**src/intc_pkg.sv**
```systemverilog
package intc_pkg;

  localparam int NSRC         = 7;
  localparam int NTRAP        = 4;
  localparam int PRIO_W       = 3;
  localparam int LVL_W        = 4;
  localparam int VEC_W        = 7;
  localparam int DATA_W       = 16;
  localparam int ADDR_W       = 3;

  // device register indexes on the link
  localparam logic [2:0] REG_PRIO_A  = 3'h0;
  localparam logic [2:0] REG_PRIO_B  = 3'h1;
  localparam logic [2:0] REG_STATUS  = 3'h2;
  localparam logic [2:0] REG_CTRL    = 3'h3;
  localparam logic [2:0] REG_FLAG    = 3'h4;
  localparam logic [2:0] REG_ENABLE  = 3'h5;

  // priority codes
  localparam logic [2:0] PRIO_OFF    = 3'h0;
  localparam logic [2:0] PRIO_LOWEST = 3'h1;
  localparam logic [2:0] PRIO_TOP    = 3'h7;
  localparam logic [2:0] PRIO_RESET  = 3'h4;
  localparam logic [3:0] USER_MAX_LEVEL = 4'h7;

  // field positions
  localparam int LEVEL_LSB    = 8;
  localparam int VEC_LSB      = 0;
  localparam int NEST_BIT     = 15;
  localparam int SRL_IPL_LSB  = 1;

  // sources: 0 fault b, 1 uart1 err, 2 uart2 err, 3 can1 tx, 4 can2 tx, 5 dma6, 6 dma7
  localparam logic [NSRC-1:0] SRC_IN_B = 7'h78;
  localparam int SRC_LSB [NSRC] = '{0, 4, 8, 8, 12, 0, 4};
  // vector numbers are arbitrary
  localparam logic [6:0] SRC_VEC [NSRC] =
    '{7'h48, 7'h49, 7'h4A, 7'h4B, 7'h4C, 7'h4D, 7'h4E};
  localparam logic [6:0] TRAP_VEC [NTRAP] = '{7'h01, 7'h02, 7'h03, 7'h04};
  localparam logic [3:0] TRAP_LEVEL [NTRAP] = '{4'hF, 4'hE, 4'hD, 4'hC};

  // reset values and implemented-bit masks
  localparam logic [15:0] PRIO_A_RESET =
    {5'h00, PRIO_RESET, 1'b0, PRIO_RESET, 1'b0, PRIO_RESET};
  localparam logic [15:0] PRIO_B_RESET =
    {1'b0, PRIO_RESET, 1'b0, PRIO_RESET, 1'b0, PRIO_RESET, 1'b0, PRIO_RESET};
  localparam logic [15:0] PRIO_A_MASK  = 16'h0777;
  localparam logic [15:0] PRIO_B_MASK  = 16'h7777;
  localparam logic [15:0] CTRL_MASK    = 16'h800F;

  // timing
  localparam int CLK_PERIOD_NS = 25;
  localparam int TIMED_INTERRUPT_DISABLE_INSTR_TIME_NS  = 400;
  localparam int TIMED_INTERRUPT_DISABLE_INSTR_CYCLES   = (TIMED_INTERRUPT_DISABLE_INSTR_TIME_NS + CLK_PERIOD_NS - 1) / CLK_PERIOD_NS;
  localparam int TIMED_INTERRUPT_DISABLE_INSTR_CNT_W    = 5;

  // cpu end wishbone map (byte addresses)
  localparam logic [7:0] WB_SRL      = 8'h00;
  localparam logic [7:0] WB_PC       = 8'h04;
  localparam logic [7:0] WB_CMD      = 8'h08;
  localparam logic [7:0] WB_STAT     = 8'h0C;
  localparam logic [2:0] WB_DEV_PAGE = 3'h2;
  localparam int CMD_TIMED_INTERRUPT_DISABLE_INSTR = 0;
  localparam int CMD_RET  = 1;
  localparam int CMD_PUSH = 2;
  localparam int CMD_POP  = 3;
  localparam int STACK_DEPTH = 4;

endpackage : intc_pkg

```
**src/intc_if.sv**
```systemverilog
`timescale 1ns/1ps
interface intc_if;
  import intc_pkg::*;
  logic              reg_req;
  logic              reg_we;
  logic [ADDR_W-1:0] reg_addr;
  logic [DATA_W-1:0] reg_wdata;
  logic [DATA_W-1:0] reg_rdata;
  logic              reg_ack;
  logic              irq_valid;
  logic [VEC_W-1:0]  irq_vector;
  logic [LVL_W-1:0]  irq_level;
  logic              take;
  logic              ret;
  logic [LVL_W-1:0]  cpu_level;
  logic              timed_interrupt_disable_instr_active;

  modport dev (
    input  reg_req, reg_we, reg_addr, reg_wdata, take, ret, cpu_level, timed_interrupt_disable_instr_active,
    output reg_rdata, reg_ack, irq_valid, irq_vector, irq_level
  );
  modport cpu (
    output reg_req, reg_we, reg_addr, reg_wdata, take, ret, cpu_level, timed_interrupt_disable_instr_active,
    input  reg_rdata, reg_ack, irq_valid, irq_vector, irq_level
  );
endinterface : intc_if

```
**src/intc_cpu_end.sv**
```systemverilog
// The implementer's own choices: the Wishbone slave port and the address map.
`timescale 1ns/1ps
module intc_cpu_end
  import intc_pkg::*;
(
  input  wire logic        clk_i,
  input  wire logic        rst_i,
  input  wire logic        ce_i,
  input  wire logic        wb_cyc_i,
  input  wire logic        wb_stb_i,
  input  wire logic        wb_we_i,
  input  wire logic [7:0]  wb_adr_i,
  input  wire logic [31:0] wb_dat_i,
  input  wire logic [3:0]  wb_sel_i,
  output logic      [31:0] wb_dat_o,
  output logic             wb_ack_o,
  output logic      [15:0] pc_o,
  output logic      [3:0]  cpu_level_o,
  output logic      [2:0]  stack_depth_o,
  intc_if.cpu              link
);
  import intc_pkg::*;

  typedef enum logic [2:0] {
    ST_IDLE = 3'b001,
    ST_DEV  = 3'b010,
    ST_ACK  = 3'b100
  } bus_st_e;

  bus_st_e                 st_reg;
  logic [31:0]             dat_reg;
  logic                    ack_reg;
  logic                    req_reg;
  logic                    dwe_reg;
  logic [ADDR_W-1:0]       daddr_reg;
  logic [15:0]             dwdata_reg;
  logic [7:0]              srl_reg;
  logic                    ipl3_reg;
  logic [15:0]             pc_reg;
  logic [8:0]              saved_sr_reg;
  logic [TIMED_INTERRUPT_DISABLE_INSTR_CNT_W-1:0]   timed_interrupt_disable_instr_cnt_reg;
  logic [2:0]              sp_reg;
  logic                    take_reg;
  logic                    ret_reg;
  logic [15:0]             pc_stk [STACK_DEPTH];
  logic [8:0]              sr_stk [STACK_DEPTH];

  logic                    bus_req;
  logic                    dev_hit;
  logic                    local_wr;
  logic                    wr_srl;
  logic                    wr_pc;
  logic                    wr_cmd;
  logic                    do_take;
  logic                    do_ret;
  logic                    do_push;
  logic                    do_pop;
  logic [1:0]              top_idx;
  logic [LVL_W-1:0]        level;
  logic [31:0]             local_rdata;

  assign bus_req  = wb_cyc_i & wb_stb_i & (st_reg == ST_IDLE);
  assign dev_hit  = (wb_adr_i[7:5] == WB_DEV_PAGE) & (wb_adr_i[1:0] == 2'h0)
                  & (wb_adr_i[4:2] <= REG_ENABLE);
  assign local_wr = bus_req & ~dev_hit & wb_we_i & wb_sel_i[0];
  assign wr_srl   = local_wr & (wb_adr_i == WB_SRL);
  assign wr_pc    = local_wr & (wb_adr_i == WB_PC);
  assign wr_cmd   = local_wr & (wb_adr_i == WB_CMD);
  assign do_ret   = wr_cmd & wb_dat_i[CMD_RET] & (sp_reg != 3'h0);
  assign do_push  = wr_cmd & wb_dat_i[CMD_PUSH];
  assign do_pop   = wr_cmd & wb_dat_i[CMD_POP];
  assign do_take  = link.irq_valid & ~take_reg & ~local_wr
                  & (sp_reg < 3'(STACK_DEPTH));
  assign top_idx  = 2'(sp_reg - 3'h1);
  assign level    = {ipl3_reg, srl_reg[SRL_IPL_LSB +: 3]};

  assign local_rdata =
    (wb_adr_i == WB_SRL)  ? {24'h000000, srl_reg} :
    (wb_adr_i == WB_PC)   ? {16'h0000, pc_reg} :
    (wb_adr_i == WB_STAT) ? {22'h000000, (timed_interrupt_disable_instr_cnt_reg != '0), sp_reg,
                             link.irq_valid, ipl3_reg, level} :
    32'h00000000;

  // wishbone slave: local answer in one cycle, device answer after its ack
  always_ff @(posedge clk_i)
  begin
    if (rst_i)
    begin
      st_reg     <= ST_IDLE;
      ack_reg    <= 1'b0;
      dat_reg    <= 32'h00000000;
      req_reg    <= 1'b0;
      dwe_reg    <= 1'b0;
      daddr_reg  <= 3'h0;
      dwdata_reg <= 16'h0000;
    end
    else if (ce_i)
    begin
      case (st_reg)
        ST_IDLE:
        begin
          if (bus_req && dev_hit)
          begin
            req_reg    <= 1'b1;
            dwe_reg    <= wb_we_i & (&wb_sel_i[1:0]);
            daddr_reg  <= wb_adr_i[4:2];
            dwdata_reg <= wb_dat_i[15:0];
            st_reg     <= ST_DEV;
          end
          else if (bus_req)
          begin
            dat_reg <= local_rdata;
            ack_reg <= 1'b1;
            st_reg  <= ST_ACK;
          end
        end
        ST_DEV:
        begin
          req_reg <= 1'b0;
          if (link.reg_ack)
          begin
            dat_reg <= {16'h0000, link.reg_rdata};
            ack_reg <= 1'b1;
            st_reg  <= ST_ACK;
          end
        end
        ST_ACK:
        begin
          ack_reg <= 1'b0;
          st_reg  <= ST_IDLE;
        end
        default:
        begin
          ack_reg <= 1'b0;
          req_reg <= 1'b0;
          st_reg  <= ST_IDLE;
        end
      endcase
    end
  end

  // core state: entry stacks pc and status, return unstacks them
  always_ff @(posedge clk_i)
  begin
    if (rst_i)
    begin
      srl_reg      <= 8'h00;
      ipl3_reg     <= 1'b0;
      pc_reg       <= 16'h0000;
      saved_sr_reg <= 9'h000;
      sp_reg       <= 3'h0;
      take_reg     <= 1'b0;
      ret_reg      <= 1'b0;
      timed_interrupt_disable_instr_cnt_reg <= '0;
    end
    else if (ce_i)
    begin
      take_reg <= do_take;
      ret_reg  <= do_ret;
      if (do_take)
      begin
        pc_stk[sp_reg[1:0]] <= pc_reg;
        sr_stk[sp_reg[1:0]] <= {ipl3_reg, srl_reg};
        sp_reg              <= sp_reg + 3'h1;
        pc_reg              <= {8'h00, link.irq_vector, 1'b0};
        ipl3_reg            <= link.irq_level[3];
        srl_reg[SRL_IPL_LSB +: 3] <= link.irq_level[2:0];
      end
      else if (do_ret)
      begin
        pc_reg   <= pc_stk[top_idx];
        {ipl3_reg, srl_reg} <= sr_stk[top_idx];
        sp_reg   <= sp_reg - 3'h1;
      end
      else if (do_pop)
      begin
        {ipl3_reg, srl_reg} <= saved_sr_reg;
      end
      else
      begin
        if (wr_srl)
        begin
          srl_reg <= wb_dat_i[7:0];
        end
        if (wr_pc)
        begin
          pc_reg <= wb_dat_i[15:0];
        end
      end
      if (do_push)
      begin
        saved_sr_reg <= {ipl3_reg, srl_reg};
      end
      if (wr_cmd && wb_dat_i[CMD_TIMED_INTERRUPT_DISABLE_INSTR])
      begin
        timed_interrupt_disable_instr_cnt_reg <= TIMED_INTERRUPT_DISABLE_INSTR_CNT_W'(TIMED_INTERRUPT_DISABLE_INSTR_CYCLES);
      end
      else if (timed_interrupt_disable_instr_cnt_reg != '0)
      begin
        timed_interrupt_disable_instr_cnt_reg <= timed_interrupt_disable_instr_cnt_reg - TIMED_INTERRUPT_DISABLE_INSTR_CNT_W'(1);
      end
    end
  end

  assign link.reg_req     = req_reg;
  assign link.reg_we      = dwe_reg;
  assign link.reg_addr    = daddr_reg;
  assign link.reg_wdata   = dwdata_reg;
  assign link.take        = take_reg;
  assign link.ret         = ret_reg;
  assign link.cpu_level   = level;
  assign link.timed_interrupt_disable_instr_active = (timed_interrupt_disable_instr_cnt_reg != '0);
  assign wb_dat_o         = dat_reg;
  assign wb_ack_o         = ack_reg;
  assign pc_o             = pc_reg;
  assign cpu_level_o      = level;
  assign stack_depth_o    = sp_reg;

endmodule : intc_cpu_end

```
**src/flat_wrapper.sv**
```systemverilog
// flat-port wrapper written by rule: the top's interface ports become plain ports
module intc_cpu_end_flat import intc_pkg::*;
  (clk_i, rst_i, ce_i, wb_cyc_i, wb_stb_i, wb_we_i, wb_adr_i, wb_dat_i, wb_sel_i, wb_dat_o, wb_ack_o, pc_o, cpu_level_o, stack_depth_o, link_reg_req, link_reg_we, link_reg_addr, link_reg_wdata, link_take, link_ret, link_cpu_level, link_timed_interrupt_disable_instr_active, link_reg_rdata, link_reg_ack, link_irq_valid, link_irq_vector, link_irq_level);
  intc_if link_i ();
  input  wire logic clk_i;
  input  wire logic rst_i;
  input  wire logic ce_i;
  input  wire logic wb_cyc_i;
  input  wire logic wb_stb_i;
  input  wire logic wb_we_i;
  input  wire logic [7:0] wb_adr_i;
  input  wire logic [31:0] wb_dat_i;
  input  wire logic [3:0] wb_sel_i;
  output logic      [31:0] wb_dat_o;
  output logic wb_ack_o;
  output logic      [15:0] pc_o;
  output logic      [3:0] cpu_level_o;
  output logic      [2:0] stack_depth_o;
  output wire logic [$bits(link_i.reg_req)-1:0] link_reg_req;
  output wire logic [$bits(link_i.reg_we)-1:0] link_reg_we;
  output wire logic [$bits(link_i.reg_addr)-1:0] link_reg_addr;
  output wire logic [$bits(link_i.reg_wdata)-1:0] link_reg_wdata;
  output wire logic [$bits(link_i.take)-1:0] link_take;
  output wire logic [$bits(link_i.ret)-1:0] link_ret;
  output wire logic [$bits(link_i.cpu_level)-1:0] link_cpu_level;
  output wire logic [$bits(link_i.timed_interrupt_disable_instr_active)-1:0] link_timed_interrupt_disable_instr_active;
  input wire logic [$bits(link_i.reg_rdata)-1:0] link_reg_rdata;
  input wire logic [$bits(link_i.reg_ack)-1:0] link_reg_ack;
  input wire logic [$bits(link_i.irq_valid)-1:0] link_irq_valid;
  input wire logic [$bits(link_i.irq_vector)-1:0] link_irq_vector;
  input wire logic [$bits(link_i.irq_level)-1:0] link_irq_level;
  assign link_reg_req = link_i.reg_req;
  assign link_reg_we = link_i.reg_we;
  assign link_reg_addr = link_i.reg_addr;
  assign link_reg_wdata = link_i.reg_wdata;
  assign link_take = link_i.take;
  assign link_ret = link_i.ret;
  assign link_cpu_level = link_i.cpu_level;
  assign link_timed_interrupt_disable_instr_active = link_i.timed_interrupt_disable_instr_active;
  assign link_i.reg_rdata = link_reg_rdata;
  assign link_i.reg_ack = link_reg_ack;
  assign link_i.irq_valid = link_irq_valid;
  assign link_i.irq_vector = link_irq_vector;
  assign link_i.irq_level = link_irq_level;
  intc_cpu_end u_core (.clk_i(clk_i), .rst_i(rst_i), .ce_i(ce_i), .wb_cyc_i(wb_cyc_i), .wb_stb_i(wb_stb_i), .wb_we_i(wb_we_i), .wb_adr_i(wb_adr_i), .wb_dat_i(wb_dat_i), .wb_sel_i(wb_sel_i), .wb_dat_o(wb_dat_o), .wb_ack_o(wb_ack_o), .pc_o(pc_o), .cpu_level_o(cpu_level_o), .stack_depth_o(stack_depth_o), .link(link_i));
endmodule
```
**config.mk**
```make
export PLATFORM = sky130hd
export DESIGN_NAME = intc_cpu_end_flat
export DESIGN_NICKNAME = d
export VERILOG_FILES = /design/src/intc_pkg.sv /design/src/intc_if.sv /design/src/intc_cpu_end.sv /design/src/flat_wrapper.sv
export SDC_FILE = /design/constraint.sdc
export NUM_CORES = 1
export LEC_CHECK = 0
export BUFFER_PORTS_ARGS = -buffer_cell sky130_fd_sc_hd__buf_2
export CAP_MARGIN = 5
export CORE_ASPECT_RATIO = 0.6
export CORE_MARGIN = 2
export CORE_UTILIZATION = 50
export CTS_BUF_LIST = sky130_fd_sc_hd__clkbuf_4 sky130_fd_sc_hd__clkbuf_8
export DETAILED_ROUTE_END_ITERATION = 6
export MAX_ROUTING_LAYER = met4
export PLACE_DENSITY = 0.83
export SYNTH_ARGS = -nofsm -noshare
export SYNTH_HDL_FRONTEND = slang
export SYNTH_SLANG_ARGS = --single-unit
```
**constraint.sdc**
```tcl
create_clock -name clk_i -period 6.7 [get_ports clk_i]
set_input_delay 2.01 -clock clk_i [delete_from_list [all_inputs] [get_ports clk_i]]
set_output_delay 2.01 -clock clk_i [all_outputs]
set_load 0.01 [all_outputs]
```
Word-level counts from Yosys, hierarchy flattened
Memories as Yosys holds them, arrays and structs flattened.
Index checks and enable logic that the tools add are counted.
Word-level totals
  bits in registers: 101
  bits in latches: 0
  bits in writable memories: 100
  memory bits (read-only): 0
  input port bits: 79
  output and inout bits: 84
  word-level logic and storage cells: 121
  memories kept: 2
Memory list
  u_core.pc_stk: words 4, width 16, rd ports 1, clocked after Yosys merged registers in 0, write ports 1, line intc_cpu_end.sv:45  | logic [15:0] pc_stk [STACK_DEPTH];
  u_core.sr_stk: words 4, width 9, rd ports 1, clocked after Yosys merged registers in 0, write ports 1, line intc_cpu_end.sv:46  | logic [8:0] sr_stk [STACK_DEPTH];
Cells by class
  $add $sub $neg: 3
  multiply operators: 0
  div/mod/pow operators: 0
  $lt $le $gt $ge: 2
  equal/unequal tests: 13
  shift operators: 0
  multiplexer cells: 36
  bitwise logic cells: 23
  reduce and logical (&&, ||, !) cells: 26
Operators with widths (count)
  $mux W32: 5
  $mux W16: 4
  $pmux W32 S2: 1
  $mux W8: 3
  $and A1 B1 Y1: 18
  $mux W3: 6
  $eq A8 B4 Y1 const B: 2
  $reduce_and A3 Y1: 5
  $reduce_and A2 Y1: 6
  $reduce_bool A3 Y1: 4
  $mux W1: 11
  $mux W10: 1
  $mux W5: 2
  $eq A8 B3 Y1 const B: 1
  $logic_not A8 Y1: 1
  $eq A3 B2 Y1 const B: 2
  $ne A2 B2 Y1 const B: 3
  $pmux W3 S2: 1
  $reduce_bool A2 Y1: 3
  $not A1 Y1: 5
  $reduce_and A5 Y1: 1
  $reduce_bool A5 Y1: 1
  $sub A5 B1 Y5 const B: 1
  $pmux W1 S2: 2
  13 further kinds: 14

Longest topological paths before layout
Gate-level depths: netlist of the first run.
  depth after elaboration: 14
  depth in mapped cells: 13
  mapped depth without buffers: 9

Least setup slack after synthesis of the first run
No wires, ideal clock.
  path kind: input port to flip-flop
  start point: input port wb_adr_i[5]
  end point: memory u_core.pc_stk[0][0], enable pin
  setup time: 0.384 ns
  arrival: 3.950 ns
  required time: 6.316 ns
  setup slack: 2.366 ns
  cell stages on the path: 5
  path buffers: 1
  cell sequence: nor4_4 -> nand3_1 -> a31oi_2 -> clkbuf_1 -> and3_1
On the way
  word-level cells in the longest chain between the ends: 14
Ends and longest elaborated chain
  start, declared: line flat_wrapper.sv:11  | input wire logic [7:0] wb_adr_i;
  $eq A3 B2 Y1: line intc_cpu_end.sv:63  | assign dev_hit = (wb_adr_i[7:5] == WB_DEV_PAGE) & (wb_adr_i[1:0] == 2'h0)
  $and A1 B1 Y1: line intc_cpu_end.sv:63
  $and A1 B1 Y1: line intc_cpu_end.sv:64  | & (wb_adr_i[4:2] <= REG_ENABLE);
  $not A1 Y1: line intc_cpu_end.sv:65  | assign local_wr = bus_req & ~dev_hit & wb_we_i & wb_sel_i[0];
  $and A1 B1 Y1 (3 in a row): line intc_cpu_end.sv:65
  $not A1 Y1: line intc_cpu_end.sv:72  | assign do_take = link.irq_valid & ~take_reg & ~local_wr
  $and A1 B1 Y1: line intc_cpu_end.sv:72
  $and A1 B1 Y1: line intc_cpu_end.sv:73  | & (sp_reg < 3'(STACK_DEPTH));
  $mux W1: line intc_cpu_end.sv:160  | if (do_take)
  $mux W1: line intc_cpu_end.sv:156  | else if (ce_i)
  $mux W1: line intc_cpu_end.sv:145  | if (rst_i)
  $mux W1 (not written as such): line intc_cpu_end.sv:162  | pc_stk[sp_reg[1:0]] <= pc_reg;
  end, declared: line intc_cpu_end.sv:45
Every way passes these cells.

Worst setup path after layout of the first run
  start point: input port wb_adr_i[5]
  end point: memory u_core.pc_stk[0][8], enable pin
The elaborated chain is that of the path after synthesis.

==> metrics.md, run 1 <==
| Metric | Value |
|---|---|
| Wire length after detailed routing | `roughly 20000 µm` |
| Max FFs per register | `64` |
| Initial drt markers | `about 670` |
| Combinational share of power | `roughly 14%` |
| Antenna violations before repair | `0` |
| Initial Utilization | `roughly 52%` |
| Tcrit/Tclk final | `between 60% and 70%` |
| Synth area leader | `edfxtp_1` |
| Family with the most delay on the worst path | `simple AND/OR/NAND/NOR gates` |
| Routability congestion estimate | `0.890` |
| Main flop type after synthesis | `edfxtp_1` |
| Worst-path clk slew | `around 100 ps` |
| CTS sink cnt | `185` |
| Maxcap violations | `0` |
| Cell Area, Synth | `8010 µm²` |
| Clk root buf | `clkbuf_8` |
| Hold EP | `u_core.saved_sr_reg[5]` |
| Rows | `35` |
| H-tree levels | `4` |
| Period minus WS final | `4600 ps` |
| Fmax | `between 200 and 250 MHz` |
| Vias in the first global route | `approximately 5.6k` |
| Final setup fails | `0` |
| # Post-CTS Setup Buffers | `0` |
| CTS tree | `yes` |
| First-pass detailed-route iteration total | `7` |
| Top post-synthesis cells by area | `edfxtp_1, dfxtp_1, mux4_2` |
| Met2 wire length | `just over 9000 µm` |
| Largest stage delay, worst path | `between 800 and 900 ps` |
| Failing checks | `design-rule violations` |
| Ant diodes | `0` |
| Detail Route Antenna Nets | `0` |
| Switching part of the total power | `between 20% and 30%` |
| Synth top area share | `37.5%` |
| Worst hold path class | `flip-flop to flip-flop` |
| Worst path bufs/invs | `2` |
| Critical Path AT | `roughly 4800 ps` |
| Overall Global Routing Usage | `25.1%` |
| Worst Setup Start Kind | `input pin` |
| Worst R2R Path Depth | `4` |
| Relative slew slack | `roughly 18%` |
| CTS buffer count | `17` |
| #FFs+latches synth | `185` |
| R2r endpoint | `u_core.pc_stk[0][8]` |
| Clock Latency Late Sink | `about 480 ps` |
| Routed WL per cell | `between 20 and 25 µm` |
| Int Power | `1680 µW` |
| Fill count | `1263` |
| WL met1 | `between 9000 and 10000 µm` |
| Clock skew | `roughly 17 ps` |
| Leakage | `~0.0035 µW` |
| I/O pins | `~160` |
| CP endpoint kind | `flip-flop` |
| Seq/Total Area, Yosys | `between 50% and 60%` |
| Critical Path Stages | `6` |
| Critical Path RT | `just under 7000 ps` |
| CTS resizes | `0` |
| PD cells | `roughly 260 nW/µm²` |
| Synthesized netlist cell count | `roughly 700` |
| Core area | `15500 µm²` |
| Worst-Margin Slew | `between 1000 and 1500 ps` |
| Layout area overhead | `13.8%` |
| Final max-slew violation count | `0` |
| Remaining DRCs | `8` |
| Placed cell area | `just under 9000 µm²` |
| Crit path kind | `input pin to flip-flop` |
| RSZ-0062 raised after global routing | `no` |
| Count leader, synth | `nand2_1` |
| Worst vdd ir | `between 0.1 and 0.15 mV` |
| Clock power frac | `approximately 33%` |
| Largest net degree at the start of global routing | `74` |
| Vias per inst | `slightly below 6` |
| Met3 WL | `approximately 1800 µm` |
| CP max FO | `18` |
| Die Ht | `a little over 100 µm` |
| Nets | `just under 900` |
| Flop pwr share | `a little over half` |
| Die area | `approximately 17000 µm²` |
| Final TNS setup | `0 ps` |
| Worst hold start | `u_core.saved_sr_reg[5]` |
| Final instance area | `about 9100 µm²` |
| Asr flop ratio synth | `0%` |
| Yosys Warn Count | `0` |
| HPWL after DPL | `between 10000 and 15000 µm` |
| Total gr overflow | `0` |
| R2r setup slk | `3750 ps` |
| Most common library cells after synthesis | `nand2_1, edfxtp_1, dfxtp_1, nor2_1, a21oi_1` |
| I/O Buffers | `128` |
| Worst hold path depth | `2` |
| Max layer used | `met4` |
| Slowest cell on crit path | `and3_1` |
| Number of synthesized flops with an enable pin | `100` |
| # hold bufs at CTS | `0` |
| Number of distinct library cells after synthesis | `58` |
| Layout cells sized above 1 | `26.1%` |
| Avg Inst Size Synth | `approximately 12 µm²` |
| Die W | `167 µm` |
| Run status | `finished, violations left` |
| Psw | `a little under 700 µW` |
| DR vias | `~6.0k` |
| Clock buffer depth | `2` |
| R2R Path Start | `u_core.st_reg[2]` |
| First-pass GRT wire length | `approximately 31000 µm` |
| Critical Path, Cell by Cell | `buf_2 > nor4_4 > nand3_1 > a31oi_2 > and3_1 > buf_4` |
| Hold Vio Cnt, Final | `0` |
[logic make-up after synthesis]
family / Yosys count / share of synthesized area [%]
and+or+nand+nor: 228 / 12.7
adders and majority gates: 7 / 1.09
AOI/OAI and AO/OA: 140 / 11.7
DFF: 185 / 58.7
other: 1 / 0.0468
buffers and inverters: 82 / 5.31
muxes: 46 / 9.73
xor gates and xnor gates: 6 / 0.656
[placed cells by master (no fill, tap or decap), types with 2 or more instances in the layout]
master | Yosys | final
dfxtp_1 | 85 | 84
inv_6 | 0 | 3
buf_4 | 25 | 11
mux2i_1 | 16 | 16
inv_4 | 0 | 2
xnor2_1 | 5 | 5
a311oi_1 | 2 | 2
inv_1 | 16 | 16
buf_2 | 6 | 128
a31oi_1 | 11 | 11
nor4_1 | 3 | 2
edfxtp_1 | 100 | 100
conb_1 | 1 | 16
a22oi_1 | 8 | 8
mux4_2 | 25 | 25
nand4_1 | 4 | 4
clkinv_8 | 0 | 4
nand3b_1 | 3 | 3
o21ai_0 | 8 | 8
ha_1 | 7 | 7
and3_1 | 7 | 7
and4_1 | 3 | 3
a22o_1 | 17 | 17
nand2b_1 | 4 | 4
inv_8 | 0 | 3
a211oi_1 | 25 | 25
nand2_1 | 110 | 110
clkbuf_8 | 0 | 17
a21oi_1 | 56 | 56
nor2_1 | 66 | 66
nand3_1 | 5 | 5
mux2_2 | 5 | 5
nor3_1 | 11 | 11
[how the worst max path moves through the flow]
stage	start	end	slack (ps)
3_5_place_dp	wb_adr_i[5]	u_core.pc_stk[0][12]	1650
5_1_grt	wb_adr_i[5]	u_core.sr_stk[0][7]	1960
3_3_place_gp	wb_adr_i[5]	u_core.sr_stk[1][0]	1770
6_report	wb_adr_i[5]	u_core.pc_stk[0][8]	2100
2_1_floorplan	wb_adr_i[5]	u_core.pc_stk[0][0]	2370
4_1_cts	wb_adr_i[5]	u_core.sr_stk[0][7]	2160
[worst min-delay path, cell delays in order, from the launching register on]
cell and delay (ps):
dfxtp_1 320, nand2_1 50, a21oi_1 50
[stage by stage]
stage          hold slack [ps]  worst slack [ps]  total power, µW  instances  util [%]
3_5_place_dp               445              1650             1600        986      56.1
3_3_place_gp               436              1770             1590        986      56.1
4_1_cts                    457              2160             2360       1018      58.8
6_report                   457              2100             2360       1018      58.8
5_1_grt                    479              1960             2450       1018      58.8
2_1_floorplan              429              2370             1510        710         -
[power groups by stage]
stage / clock [µW] / sequential, µW / combinational [µW]
CTS: 785 / 1260 / 323
floorplan: 0 / 1280 / 230
global placement: 0 / 1280 / 314
global route: 832 / 1260 / 359
finish: 774 / 1260 / 325
detailed placement: 0 / 1280 / 323
[layout make-up]
cell class / count / area, µm² / share of cell area [%]
clock buffer: 17 / 234 / 2.57
clock inverter: 15 / 181 / 1.99
inverter: 16 / 60.1 / 0.659
multi-input combinational: 443 / 2960 / 32.4
sequential: 185 / 4710 / 51.6
tap: 203 / 254 / 2.79
timing repair buffer: 139 / 723 / 7.93
[routing by layer]
metal  vias to the layer above  global-route usage [%]
met1                      2920                    35.4
met4                         0                    7.63
met3                        35                    5.23
li1                       2705                       -
met5                         -                       -
met2                       320                    37.0
No activity file was read; power rests on OpenSTA's default activity.
==> run 2: changes to the inputs <==
- ABC_AREA: default -> 1
- PLACE_DENSITY: 0.83 -> 0.82
- clock period: 6.7 -> 4.6 ns (I/O delays scaled with it)
==> run 2 against run 1 <==
  * The flow now finishes without violations
  * Clock skew shrank 5.5 ps
  * Critical path depth grew 5
  * Clock power grew 47%
  * Hold slack gained 7.3 ps
  * Critical path type unchanged
  * Critical endpoint is now u_core.pc_stk[3][12]
  * Highest routed layer unchanged
==> metrics.md, run 2 <==
| Metric | Value |
|---|---|
| Die Ht | `roughly 100 µm` |
| # hold bufs at CTS | `0` |
| Max FFs per register | `64` |
| Vias per inst | `about 5.6` |
| Vias in the first global route | `about 6.7k` |
| Remaining DRCs | `0` |
| Initial drt markers | `~890` |
| Commonest non-fill, non-tap cell in the layout | `nand2_1` |
| CTS sink cnt | `roughly 190` |
| Worst Setup Start Kind | `input pin` |
| Worst-Margin Slew | `roughly 950 ps` |
| First-pass GRT wire length | `around 37000 µm` |
| First-pass detailed-route iteration total | `6` |
| Period minus WS final | `about 3100 ps` |
| Hold Vio Cnt, Final | `0` |
| Dpl cells | `1279` |
| Clock buffer depth | `2` |
| Run status | `finished clean` |
| Yosys Warn Count | `0` |
| RSZ-0062 raised after global routing | `no` |
| Wire length after detailed routing | `23600 µm` |
| CTS buffer count | `17` |
| Crit path kind | `input pin to flip-flop` |
| PD cells | `378 nW/µm²` |
| Tcrit/Tclk final | `around two thirds` |
| Worst hold path class | `flip-flop to flip-flop` |
| HPWL after DPL | `around 16000 µm` |
| Avg Inst Size Synth | `8.81 µm²` |
| CP max FO | `26` |
| Worst vdd ir | `between 0.15 and 0.2 mV` |
| Final Non-Filler Cells | `roughly 1.3k` |
| Largest net degree at the start of global routing | `60` |
| Antenna violations before repair | `0` |
| Initial Utilization | `between 50% and 60%` |
| #FFs+latches synth | `185` |
| CP endpoint kind | `flip-flop` |
| Synth top area share | `35.4%` |
| Critical Path AT | `3250 ps` |
| Psw | `between 1000 and 1500 µW` |
| Commonest cells after routing, fill and taps aside | `nand2_1, buf_2, nor2_1` |
| Layout cells sized above 1 | `about a fifth` |
| Final max-slew violation count | `0` |
| Asr flop ratio synth | `0%` |
| Fmax | `between 300 and 400 MHz` |
| Int Power | `roughly 2500 µW` |
| I/O pins | `between 150 and 200` |
| Leakage | `between 0.004 and 0.005 µW` |
| Clock Latency Late Sink | `between 400 and 500 ps` |
| CTS resizes | `0` |
| Nets | `between 1k and 1.5k` |
| Rows | `36` |
| Number of distinct library cells after synthesis | `40` |
| CTS tree | `yes` |
| Core area | `about 16000 µm²` |
| Flop pwr share | `about half` |
| Number of synthesized flops with an enable pin | `100` |
| Combinational share of power | `16.7%` |
| Ant diodes | `0` |
| Die area | `18100 µm²` |
| Most common library cells after synthesis | `nand2_1, nor2_1, edfxtp_1, nand3_1, dfxtp_1` |
| I/O Buffers | `around 130` |
| Worst-path clk slew | `roughly 100 ps` |
| Overall Global Routing Usage | `between 20% and 30%` |
| Synthesized netlist cell count | `just under 1k` |
| Cell Area, Synth | `approximately 8500 µm²` |
| Relative slew slack | `approximately 36%` |
| Main flop type after synthesis | `edfxtp_1` |
| Clock power frac | `a little under a third` |
| DR vias | `7362` |
| H-tree levels | `4` |
| Synth area leader | `edfxtp_1` |
| Critical Path RT | `4720 ps` |
| Routability congestion estimate | `around 0.93` |
| Final setup fails | `0` |
| Layout area overhead | `13.2%` |
| Total gr overflow | `0` |
| Clock skew | `~12 ps` |
| Switching part of the total power | `a little under a third` |
| Worst hold path depth | `2` |
| Fill count | `1450` |
| # Post-CTS Setup Buffers | `0` |
| Clk root buf | `clkbuf_8` |
| Top post-synthesis cells by area | `edfxtp_1, dfxtp_1, nand2_1` |
| Worst hold margin | `465 ps` |
| Worst R2R Path Depth | `11` |
| Count leader, synth | `nand2_1` |
| Routed WL per cell | `roughly 18 µm` |
| Detail Route Antenna Nets | `0` |
| Seq/Total Area, Yosys | `55.5%` |
| Final TNS setup | `0 ps` |
| Die W | `approximately 170 µm` |
| Maxcap violations | `0` |
run 2: cell types whose count changed after synthesis, sizes merged, moves of 11 or more:
cell / before / now
a22o: 17 / 4
nand3: 5 / 96
o22ai: 0 / 13
a211oi: 26 / 0
nor2: 66 / 119
mux4: 25 / 0
inv: 16 / 72
o21ai: 9 / 96
nand2: 110 / 203
buf: 35 / 46
run 2: metal layers:
metal	vias up	wire length, µm	global-route usage [%]
met5	-	0	-
met4	0	320	5.82
met3	32	2880	6.55
met2	457	10300	39.2
met1	3455	10100	40.2
li1	3418	-	-
run 2: metrics by stage:
step                setup slack [ps]  cell area [µm²]  util (%)  total power, µW
floorplan                        900             8540         -             2310
global placement                1100             9200      56.1             2490
detailed placement              1010             9200      56.1             2510
CTS                             1500             9600      58.6             3620
global route                    1360             9600      58.6             3790
finish                          1470             9600      58.6             3630
run 2: worst paths after layout:
| kind | startpoint | endpoint | slack (ps) |
|---|---|---|---|
| worst max register to register | u_core.stack_depth_o[0] | u_core.pc_o[10] | 1750 |
| worst min-delay path | u_core.link.reg_wdata[4] | u_core.link.reg_wdata[4] | 460 |
| worst min register to register | u_core.link.reg_wdata[4] | u_core.link.reg_wdata[4] | 460 |
| worst max-delay path | wb_adr_i[1] | u_core.pc_stk[3][12] | 1470 |
run 2: power groups by stage:
stage	logic, µW	registers (µW)	clock network, µW
floorplan	396	1910	0
global placement	576	1920	0
detailed placement	592	1920	0
CTS	595	1880	1140
global route	670	1890	1220
finish	606	1890	1140
run 2: layout make-up:
class	count	area [µm²]	share of cell area [%]
Sequential cell	185	4710	49.0
Multi-Input combinational cell	647	3160	32.9
Timing Repair Buffer	146	776	8.08
Tap cell	228	285	2.97
Inverter	73	274	2.85
Clock buffer	18	241	2.51
Clock inverter	14	163	1.69
run 2: logic make-up (layout without fill, tap and decap cells):
| family | after synthesis | in the layout | share of synthesized area (%) |
|---|---|---|---|
| flops | 185 | 185 | 55.5 |
| fa+ha+maj | 7 | 7 | 1.03 |
| buf+inv | 146 | 251 | 8.10 |
| xor+xnor | 2 | 2 | 0.207 |
| mux | 6 | 6 | 0.708 |
| other cells | 1 | 16 | 0.0442 |
| compound gates | 178 | 178 | 11.2 |
| simple gates | 438 | 438 | 23.2 |
run 2: worst max-delay path, stage by stage:
cell     delay, ps
buf_2          110
nor2_4         140
nand2_1        100
nor2_4         140
inv_2           80
nand2_4        130
nand2_4        230
nor2_4         180
nand2_1        210
nor2_2         130
buf_4          380
